## config.mk

```make
export PLATFORM = sky130hd
export DESIGN_NAME = ssb_spi_status
export DESIGN_NICKNAME = d
export VERILOG_FILES = /design/src/rtl/ssb_pkg.sv /design/src/rtl/ssb_spi_status.sv /design/src/rtl/ssb_baud_div.sv
export SDC_FILE = /design/constraint.sdc
export NUM_CORES = 1
export LEC_CHECK = 0
export ABC_AREA = 0
export BUFFER_PORTS_ARGS = -buffer_cell sky130_fd_sc_hd__buf_2
export CORE_MARGIN = 2
export CORE_UTILIZATION = 25
export CTS_BUF_LIST = sky130_fd_sc_hd__clkbuf_16
export DETAILED_ROUTE_END_ITERATION = 10
export PLACE_DENSITY_LB_ADDON = 0.15
export SYNTH_ARGS = -nofsm -noshare
export SYNTH_HDL_FRONTEND = slang
export SYNTH_SLANG_ARGS = --single-unit
```

## constraint.sdc

```tcl
create_clock -name core_clk -period 4.65 [get_ports core_clk]
set_input_delay 0.93 -clock core_clk [delete_from_list [all_inputs] [get_ports core_clk]]
set_output_delay 0.93 -clock core_clk [all_outputs]
set_load 0.02 [all_outputs]
```

## src/rtl/ssb_pkg.sv

```systemverilog
// Constants shared by the serial status and baud block
package ssb_pkg;
	// Register indices; byte address is four times the index
	localparam logic [7:0] IDX_BAUD   = 8'hea;
	localparam logic [7:0] IDX_STATUS = 8'heb;
	localparam logic [7:0] IDX_DHIGH  = 8'hec;
	localparam logic [7:0] IDX_DLOW   = 8'hed;
	localparam logic [7:0] IDX_CTRL1  = 8'hf0;
	localparam logic [7:0] IDX_CTRL2  = 8'hf1;
	localparam logic [7:0] IDX_DWORD  = 8'hf2;

	// Status field positions
	localparam int RXF_BIT  = 7;
	localparam int TXE_BIT  = 5;
	localparam int MODE_FAULT_FLAG_BIT = 4;

	// Control register one field positions
	localparam int C1_EN_BIT   = 0;
	localparam int C1_MSTR_BIT = 1;
	localparam int C1_IE_BIT   = 2;

	// Control register two field positions
	localparam int C2_WIDTH_BIT  = 6;
	localparam int C2_MODE_FAULT_DETECT_ENABLE_BIT = 4;

	// Baud register fields
	localparam int PRE_LSB = 4;
	localparam int SEL_LSB = 0;
	localparam int FLD_W   = 3;

	// Reset values
	localparam logic [7:0] STATUS_RST = 8'h20;
	localparam logic [7:0] CTRL1_RST  = 8'h00;
	localparam logic [7:0] CTRL2_RST  = 8'h00;
	localparam logic [7:0] BAUD_RST   = 8'h00;

	// Timing: bus clock rate and the largest divisor
	localparam int CLK_HZ  = 25000000;
	localparam int DIV_MAX = 2048;
	localparam int HALF_W  = $clog2(DIV_MAX / 2) + 1;

	// Word sizes selected by transfer_width_select
	localparam logic [4:0] BITS_8  = 5'h08;
	localparam logic [4:0] BITS_16 = 5'h10;

	typedef enum logic [1:0] {
		ST_IDLE  = 2'b01,
		ST_SHIFT = 2'b10
	} ssb_state_t;
endpackage

```

## src/rtl/ssb_spi_status.sv

```systemverilog
// SPI status flags, clearing sequences and baud selection
//
// Behaviour
// - Divisor is (preselect+1) times two to the power (select+1).
// - Serial bit rate is bus clock divided by the divisor.
// - Both fields at maximum divide the bus clock by 2048.
// - Width 0 moves 8-bit words in low byte; 1 moves 16-bit words.
// - Status readable any time; writes to it change nothing.
// - Receive full flag (bit 7) sets when received data reaches data register.
// - Transmit empty flag (bit 5) is 1 while transmit register empty.
// - Mode fault flag (bit 4) sets on select low as master with detect on.
// - Status read with mode fault set, then control one write, clears it.
// - 8-bit: armed status read then low byte read clears receive full.
// - 16-bit: low byte read alone still clears; high byte data lost.
// - High byte reads never touch receive full flag.
// - 16-bit: one word read after armed status read clears receive full.
// - 8-bit: armed status read then low byte write loads and clears empty.
// - Data byte writes while transmit empty is 0 are ignored.
// - 16-bit: armed low byte write alone clears empty; high byte undefined.
// - High byte writes never touch transmit empty flag.
// - 16-bit: high then low, or word write, loads the full word.
// - Interrupt enable with mode fault set requests an interrupt.
`timescale 1ns/1ps
module ssb_spi_status #(
	parameter int ADR_W = 10 // Byte address width
) (
	input  wire logic             core_clk,   // Bus clock, 25 MHz
	input  wire logic             rst_n,      // Async reset, active low
	input  wire logic             wb_cyc_i,   // Wishbone cycle
	input  wire logic             wb_stb_i,   // Wishbone strobe
	input  wire logic             wb_we_i,    // Wishbone write
	input  wire logic [ADR_W-1:0] wb_adr_i,   // Byte address
	input  wire logic [3:0]       wb_sel_i,   // Byte enables
	input  wire logic [31:0]      wb_dat_i,   // Write data
	output logic      [31:0]      wb_dat_o,   // Read data
	output logic                  wb_ack_o,   // Acknowledge
	output logic                  spi_sck_o,  // Serial clock out
	output logic                  spi_mosi_o, // Serial data out
	input  wire logic             spi_miso_i, // Serial data in
	input  wire logic             spi_ss_n_i, // Slave select in
	output logic                  spi_irq_o   // Interrupt request
);
	logic        ack_q;
	logic [31:0] dat_q;
	logic [7:0]  ctrl1_q;
	logic [7:0]  ctrl2_q;
	logic [7:0]  baud_q;
	logic        rxf_q;
	logic        txe_q;
	logic        mode_fault_flag_q;
	logic        rx_arm_q;
	logic        tx_arm_q;
	logic        mode_fault_flag_arm_q;
	logic [15:0] rx_q;
	logic [15:0] tx_q;
	logic [15:0] pend_q;
	logic        pend_vld_q;
	logic [15:0] sh_q;
	logic        rxbit_q;
	logic        phase_q;
	logic        sck_q;
	logic [4:0]  cnt_q;
	ssb_pkg::ssb_state_t state_q;

	// Bus decode
	wire       req     = wb_cyc_i && wb_stb_i && !ack_q;
	wire       rd      = req && !wb_we_i;
	wire       wr      = req && wb_we_i && wb_sel_i[0];
	wire [7:0] idx     = wb_adr_i[9:2];
	wire       in_map  = ((wb_adr_i >> 10) == '0);
	wire       hit_bd  = in_map && (idx == ssb_pkg::IDX_BAUD);
	wire       hit_st  = in_map && (idx == ssb_pkg::IDX_STATUS);
	wire       hit_hi  = in_map && (idx == ssb_pkg::IDX_DHIGH);
	wire       hit_lo  = in_map && (idx == ssb_pkg::IDX_DLOW);
	wire       hit_c1  = in_map && (idx == ssb_pkg::IDX_CTRL1);
	wire       hit_c2  = in_map && (idx == ssb_pkg::IDX_CTRL2);
	wire       hit_wd  = in_map && (idx == ssb_pkg::IDX_DWORD);

	wire       en      = ctrl1_q[ssb_pkg::C1_EN_BIT];
	wire       mstr    = ctrl1_q[ssb_pkg::C1_MSTR_BIT];
	wire       ie      = ctrl1_q[ssb_pkg::C1_IE_BIT];
	wire       wide    = ctrl2_q[ssb_pkg::C2_WIDTH_BIT];
	wire       mode_fault_detect_enable  = ctrl2_q[ssb_pkg::C2_MODE_FAULT_DETECT_ENABLE_BIT];

	// Unused status bits tied to zero
	wire [7:0] status  = {rxf_q, 1'b0, txe_q, mode_fault_flag_q, 4'h0};

	// Register read mux; unmapped addresses read zero
	wire [31:0] rdata =
		hit_bd ? {24'h0, baud_q} :
		hit_st ? {24'h0, status} :
		hit_hi ? {24'h0, rx_q[15:8]} :
		hit_lo ? {24'h0, rx_q[7:0]} :
		hit_c1 ? {24'h0, ctrl1_q} :
		hit_c2 ? {24'h0, ctrl2_q} :
		hit_wd ? {16'h0, rx_q} : 32'h0;

	// Mode fault: select pulled low while mastering with detect on
	// Mode fault detection
	wire mode_fault_flag_set  = en && mstr && mode_fault_detect_enable && !spi_ss_n_i;
	// Clear on control one write after armed read
	wire mode_fault_flag_clr  = wr && hit_c1 && mode_fault_flag_arm_q;

	// Receive side
	// Only low byte or word reads count, never high byte
	wire rx_clr    = rd && (hit_lo || hit_wd) && rx_arm_q;
	wire [4:0] nbits = wide ? ssb_pkg::BITS_16 : ssb_pkg::BITS_8;
	wire tick;
	wire shifting  = (state_q == ssb_pkg::ST_SHIFT);
	wire last      = tick && phase_q && (cnt_q == nbits - 5'h1);
	wire [15:0] got = wide ? {sh_q[14:0], rxbit_q} :
		{8'h00, sh_q[6:0], rxbit_q};
	// Move into data register when flag free or being cleared
	wire load_rx   = (last || pend_vld_q) && (!rxf_q || rx_clr);
	wire [15:0] rx_src = last ? got : pend_q;

	// Transmit side
	// Writes only land while transmit register empty
	wire wr_hi     = wr && hit_hi && txe_q;
	wire wr_lo     = wr && hit_lo && txe_q;
	wire wr_wd     = wr && hit_wd && txe_q && (wb_sel_i[1:0] == 2'b11);
	// High byte writes never reach the commit term
	wire tx_commit = tx_arm_q && (wr_lo || wr_wd);
	// Any rate or format change aborts, as does leaving master mode
	wire abort     = mode_fault_flag_set || (wr && (hit_bd || hit_c2)) || !en || !mstr;
	wire start     = (state_q == ssb_pkg::ST_IDLE) && !txe_q && en && mstr &&
		!abort;

	ssb_baud_div u_div (
		.core_clk (core_clk),
		.rst_n    (rst_n),
		.pre      (baud_q[ssb_pkg::PRE_LSB +: ssb_pkg::FLD_W]),
		.sel      (baud_q[ssb_pkg::SEL_LSB +: ssb_pkg::FLD_W]),
		.run      (shifting),
		.tick     (tick)
	);

	// Wishbone answer one cycle after the request
	always_ff @(posedge core_clk or negedge rst_n) begin
		if (!rst_n) begin
			ack_q <= 1'b0;
		end else begin
			ack_q <= req;
		end
	end

	// Read data held until the next read
	always_ff @(posedge core_clk or negedge rst_n) begin
		if (!rst_n) begin
			dat_q <= 32'h0;
		end else if (rd) begin
			dat_q <= rdata;
		end
	end

	// Status has no write path; other registers take writes
	always_ff @(posedge core_clk or negedge rst_n) begin
		if (!rst_n) begin
			ctrl1_q <= ssb_pkg::CTRL1_RST;
		end else begin
			if (wr && hit_c1)
				ctrl1_q <= wb_dat_i[7:0];
			// Mode fault drops master, winning over a write
			if (mode_fault_flag_set)
				ctrl1_q[ssb_pkg::C1_MSTR_BIT] <= 1'b0;
		end
	end

	always_ff @(posedge core_clk or negedge rst_n) begin
		if (!rst_n) begin
			ctrl2_q <= ssb_pkg::CTRL2_RST;
		end else if (wr && hit_c2) begin
			ctrl2_q <= wb_dat_i[7:0];
		end
	end

	// Reserved baud bits are never stored, so they read zero
	always_ff @(posedge core_clk or negedge rst_n) begin
		if (!rst_n) begin
			baud_q <= ssb_pkg::BAUD_RST;
		end else if (wr && hit_bd) begin
			baud_q <= wb_dat_i[7:0] & 8'h77;
		end
	end

	// Receive full flag and its arming
	always_ff @(posedge core_clk or negedge rst_n) begin
		if (!rst_n) begin
			rxf_q    <= ssb_pkg::STATUS_RST[ssb_pkg::RXF_BIT];
			rx_arm_q <= 1'b0;
		end else begin
			// Set terms are ORed after the clear
			// Armed low or word read clears
			rxf_q    <= load_rx || (rxf_q && !rx_clr);
			rx_arm_q <= (rd && hit_st && rxf_q) ||
				(rx_arm_q && !rx_clr && rxf_q);
		end
	end

	// Transmit empty flag and its arming
	always_ff @(posedge core_clk or negedge rst_n) begin
		if (!rst_n) begin
			txe_q    <= ssb_pkg::STATUS_RST[ssb_pkg::TXE_BIT];
			tx_arm_q <= 1'b0;
		end else begin
			txe_q    <= start || (txe_q && !tx_commit);
			tx_arm_q <= (rd && hit_st && txe_q) ||
				(tx_arm_q && !tx_commit && txe_q);
		end
	end

	// Mode fault flag; a new fault outranks the clearing write
	always_ff @(posedge core_clk or negedge rst_n) begin
		if (!rst_n) begin
			mode_fault_flag_q     <= ssb_pkg::STATUS_RST[ssb_pkg::MODE_FAULT_FLAG_BIT];
			mode_fault_flag_arm_q <= 1'b0;
		end else begin
			mode_fault_flag_q     <= mode_fault_flag_set || (mode_fault_flag_q && !mode_fault_flag_clr);
			mode_fault_flag_arm_q <= (rd && hit_st && mode_fault_flag_q) ||
				(mode_fault_flag_arm_q && !mode_fault_flag_clr && mode_fault_flag_q);
		end
	end

	// Transmit data holding
	always_ff @(posedge core_clk or negedge rst_n) begin
		if (!rst_n) begin
			tx_q <= 16'h0;
		end else begin
			if (wr_hi || wr_wd)
				tx_q[15:8] <= wr_wd ? wb_dat_i[15:8] : wb_dat_i[7:0];
			if (wr_lo || wr_wd)
				tx_q[7:0] <= wb_dat_i[7:0];
		end
	end

	// Receive data and the waiting second word
	always_ff @(posedge core_clk or negedge rst_n) begin
		if (!rst_n) begin
			rx_q       <= 16'h0;
			pend_q     <= 16'h0;
			pend_vld_q <= 1'b0;
		end else begin
			// A second word waits; unread high data is lost
			if (load_rx)
				rx_q <= rx_src;
			if (last)
				pend_q <= got;
			// A new frame invalidates a word still waiting
			pend_vld_q <= last ? !load_rx :
				(pend_vld_q && !load_rx && !start);
		end
	end

	// Shift engine, mode 0, MSB first from bit 15
	always_ff @(posedge core_clk or negedge rst_n) begin
		if (!rst_n) begin
			state_q <= ssb_pkg::ST_IDLE;
			sh_q    <= 16'h0;
			rxbit_q <= 1'b0;
			phase_q <= 1'b0;
			sck_q   <= 1'b0;
			cnt_q   <= 5'h0;
		end else begin
			case (state_q)
				ssb_pkg::ST_IDLE: begin
					sck_q   <= 1'b0;
					phase_q <= 1'b0;
					cnt_q   <= 5'h0;
					if (start) begin
						state_q <= ssb_pkg::ST_SHIFT;
						// Byte mode sends only the low byte
						sh_q <= wide ? tx_q : {tx_q[7:0], 8'h00};
					end
				end
				ssb_pkg::ST_SHIFT: begin
					if (abort) begin
						state_q <= ssb_pkg::ST_IDLE;
						sck_q   <= 1'b0;
					end else if (tick) begin
						phase_q <= !phase_q;
						sck_q   <= !phase_q;
						if (!phase_q) begin
							rxbit_q <= spi_miso_i;
						end else begin
							sh_q  <= {sh_q[14:0], rxbit_q};
							cnt_q <= cnt_q + 5'h1;
							if (last)
								state_q <= ssb_pkg::ST_IDLE;
						end
					end
				end
				default: state_q <= ssb_pkg::ST_IDLE;
			endcase
		end
	end

	assign wb_ack_o   = ack_q;
	assign wb_dat_o   = dat_q;
	assign spi_sck_o  = sck_q;
	assign spi_mosi_o = sh_q[15];
	// Level request while enabled and flag set
	assign spi_irq_o  = ie && (mode_fault_flag_q || rxf_q);
endmodule

```

## src/rtl/ssb_baud_div.sv

```systemverilog
// Baud divider: one tick per half serial bit period
`timescale 1ns/1ps
module ssb_baud_div (
	input  wire logic                       core_clk, // Bus clock
	input  wire logic                       rst_n,    // Async reset
	input  wire logic [ssb_pkg::FLD_W-1:0]  pre,      // baud_preselect
	input  wire logic [ssb_pkg::FLD_W-1:0]  sel,      // baud_select
	input  wire logic                       run,      // Count enable
	output logic                            tick      // Half period pulse
);
	logic [ssb_pkg::HALF_W-1:0] half;
	logic [ssb_pkg::HALF_W-1:0] cnt_q;
	logic [ssb_pkg::HALF_W-1:0] cnt_d;
	logic                       wrap;

	// Both at 7: half count 1024, fits HALF_W
	assign half = ssb_pkg::HALF_W'({1'b0, pre} + 4'h1) << sel;
	assign wrap = (cnt_q == half - ssb_pkg::HALF_W'(1));
	// Rate is bus clock over divisor
	assign cnt_d = (!run || wrap) ? '0 : cnt_q + ssb_pkg::HALF_W'(1);
	assign tick = run && wrap;

	always_ff @(posedge core_clk or negedge rst_n) begin
		if (!rst_n) begin
			cnt_q <= '0;
		end else begin
			cnt_q <= cnt_d;
		end
	end
endmodule

```

==> reports/results.tsv <==
stage	metric	value	unit
die	Die Y	176	um
clock_tree	total CTS buffers	17	
drt	# DRC	0	
die	Die X	176	um
sta	Setup TNS	0	ns
setup_path	worst r2r src	baud_q[5]	
sta	Max Clock Skew	0.0138	ns
synthesis	Netlist Area Pre-Place	7420	um^2
global_route	total track usage	0.138	
sta	Final Hold Slack	0.474	ns
placed_design	PortBufs	52	
die	row count	63	
clock_tree	clk sink count	131	
setup_path	Critical Path Source Type	register	
drt	initial DRC count	394	
setup_path	Worst setup endpoint	sh_q[0]	
synthesis	leading area contributor after synthesis	dfrtp_1	
drt	routed wire length	20700	um
synthesis	flip-flop and latch count after synthesis	131	
global_route	largest net degree at the start of global routing	71	
drt	WL per Instance	17.2	um
clock_tree	Clock Path Buffers	2	
global_route	initial antenna violation count	1	
synthesis	async set-reset flop share out of synthesis	1.00	
clock_tree	PostCTS Resize Cnt	0	
synthesis	Synth Instances	761	
sta	max_slew headroom	0.258	
setup_path	reg2reg end	sh_q[0]	
sta	RSZ-0062 raised after global routing	no	
sta	Final Max Slew Viols	0	
setup_path	launch point of the worst path	baud_q[5]	
clock_tree	clk slew on worst S/H paths	0.06	ns
pwr	power consumption	2630	uW
status	status	finished, final reports clean	
synthesis	Post-Syn Area per Cell	9.75	um^2
synthesis	top cells by area, synth	dfrtp_1 44%, mux2_2 7.4%, nand2_1 5.2%	
finish	antenna diode count	0	
die	full die area	31100	um^2
hold_path	Hold Crit Class	reg2reg	
clock_tree	worst skew pair latency	0.42	ns
sta	measured slew at the worst slew-check pin	1.11	ns
synthesis	synth cell count leaders	129 x dfrtp_1, 103 x nand2_1, 49 x mux2_2, 38 x o21ai_0, 37 x nand3_1	
finish	share of cells above drive strength 1	0.211	
setup_path	WP data arrival	4.19	ns
sta	final setup fails	0	
synthesis	top_reg_cell synth	dfrtp_1	
die	core box area	29400	um^2
sta	max frequency	257	MHz
clock_tree	htree depth	4	
placed_design	Placer Congestion	0.753	
drt	Pre-antenna DRT Iters	5	
synthesis	Post-synth EDFFs	0	
pwr	leak pwr	0.00384	uW
setup_path	CP Class	reg2reg	
job	MaxCap Viol Count	0	
global_route	number of global-route vias before repair	5666	
clock_tree	setup bufs post-CTS	0	
synthesis	Synth cell types	74	
finish	NumNets Final	861	
clock_tree	root buffer cell	clkbuf_16	
die	IO Pins	89	
drt	antenna violation net count after detailed routing	0	
global_route	total grt overflow	0	
setup_path	Reg2Reg Setup Slack	0.76	ns
finish	area grow syn2layout	16.6	%
setup_path	reg2reg path depth	10	
drt	mean number of vias per cell	4.77	
setup_path	Critical Path RT	4.95	ns
synthesis	count leader, synth	dfrtp_1	
setup_path	Max Fanout on Critical Path	16	
pwr	PD cells	304	nW/um^2
synthesis	post-synthesis sequential area ratio	0.442	
drt	vias	5748	
sta	Fin. Hold Viols	0	
placed_design	post-DP HPWL	14600	um
clock_tree	Hold Buf Count CTS	0	
synthesis	share of the synthesized area in the top cell type	0.435	
synthesis	Synth warnings	0	
sta	minimum clock period	3.89	ns
sta	period utilization	0.837	
setup_path	CP Capture Type	register	
global_route	first-pass GRT wire length	33400	um
clock_tree	clock tree from TritonCTS	done	
pwr	IR drop worst, VDD	0.215	mV
die	Starting Density	0.252	
-- area by class of cell --
class	count	area, um^2
Clock buffer	17	425
Clock inverter	15	145
Fill cell	3103	20800
Inverter	16	60.1
Multi-Input combinational cell	565	3840
Sequential cell	131	3280
Tap cell	390	488
Timing Repair Buffer	71	409
-- state kept, by name (all words and copies together) (netlist names), 6 cells and up --
signal       flops
baud_q           6
tx_q            16
pend_q          16
u_div.cnt_q     11
wb_dat_o        16
ctrl2_q          8
rx_q            16
ctrl1_q          8
sh_q            16
-- worst min-delay path by stage --
| stage | start | end | depth (start not counted) |
|---|---|---|---|
| floorplan | pend_q[10] | pend_q[10] | 2 |
| global placement | wb_dat_o[7] | wb_dat_o[7] | 2 |
| detailed placement | wb_dat_o[2] | wb_dat_o[2] | 2 |
| CTS | wb_dat_o[2] | wb_dat_o[2] | 2 |
| global route | wb_dat_o[7] | wb_dat_o[7] | 2 |
| finish | wb_dat_o[2] | wb_dat_o[2] | 2 |
-- cell usage in the layout (no fill, tap or decap), types with 10 or more instances in the layout --
cell type  synthesis  layout
or3_1             12      12
buf_4             18      19
clkbuf_16          0      17
xor2_1            14      14
a21oi_1           25      25
nand3_1           37      37
nor2b_1           14      14
nand3b_1          11      11
o21ai_0           38      38
buf_2             13      51
nor2_1            34      34
mux2i_1           16      16
inv_1             16      17
dfrtp_1          129     129
mux2_2            49      49
xnor2_1           10      10
o21ai_1           10      10
mux2_1            10      10
conb_1             1      16
nand4_1           27      27
nand2_1          103     103
-- metrics by stage --
step | std cells | area (um^2) | setup slack, ns | utilization
after global placement | 1173 | 8080 | 0.727 | 0.275
after detailed placement | 1173 | 8080 | 0.732 | 0.275
final | 1205 | 8650 | 0.759 | 0.294
after CTS | 1205 | 8650 | 0.744 | 0.294
after floorplan | 776 | 7480 | 1.32 | -
after global routing | 1205 | 8650 | 0.485 | 0.294
-- routing by layer --
| metal | GRT usage | wire length, um | up-vias |
|---|---|---|---|
| met5 | 0 | 0 | - |
| met4 | 0.0362 | 156 | 0 |
| met3 | 0.0215 | 706 | 9 |
| met2 | 0.199 | 8630 | 113 |
| met1 | 0.212 | 11200 | 2817 |
| li1 | - | - | 2809 |
-- cells by family (layout without fill, tap and decap cells) --
kind of cell	Yosys count	after routing	synth area share
adder cells (fa/ha/maj)	6	6	0.0101
multiplexers	76	76	0.113
AND/OR/NAND/NOR	293	293	0.206
other	1	16	0.000505
XOR/XNOR	26	26	0.0336
flip-flops	131	131	0.442
buffers and inverters	80	119	0.0530
AO/OA/AOI/OAI	148	148	0.141
-- critical path: stages, from the launching register on --
cell and delay, ns:
dfrtp_1 0.37, ha_1 0.34, xor2_1 0.50, nor2_1 0.10, o32ai_2 0.45, nand4b_1 0.19, a2111oi_0 0.08, a211o_1 0.39
o21ai_1 0.18, o32a_1 0.74, mux2_2 0.41
-- where the power goes --
group	internal [uW]	total [uW]	switching, uW
Clock	749	1320	568
Sequential	1150	1160	7.74
Combinational	43.6	149	106
Total	1940	2630	682
No activity file was read; power rests on OpenSTA's default activity.
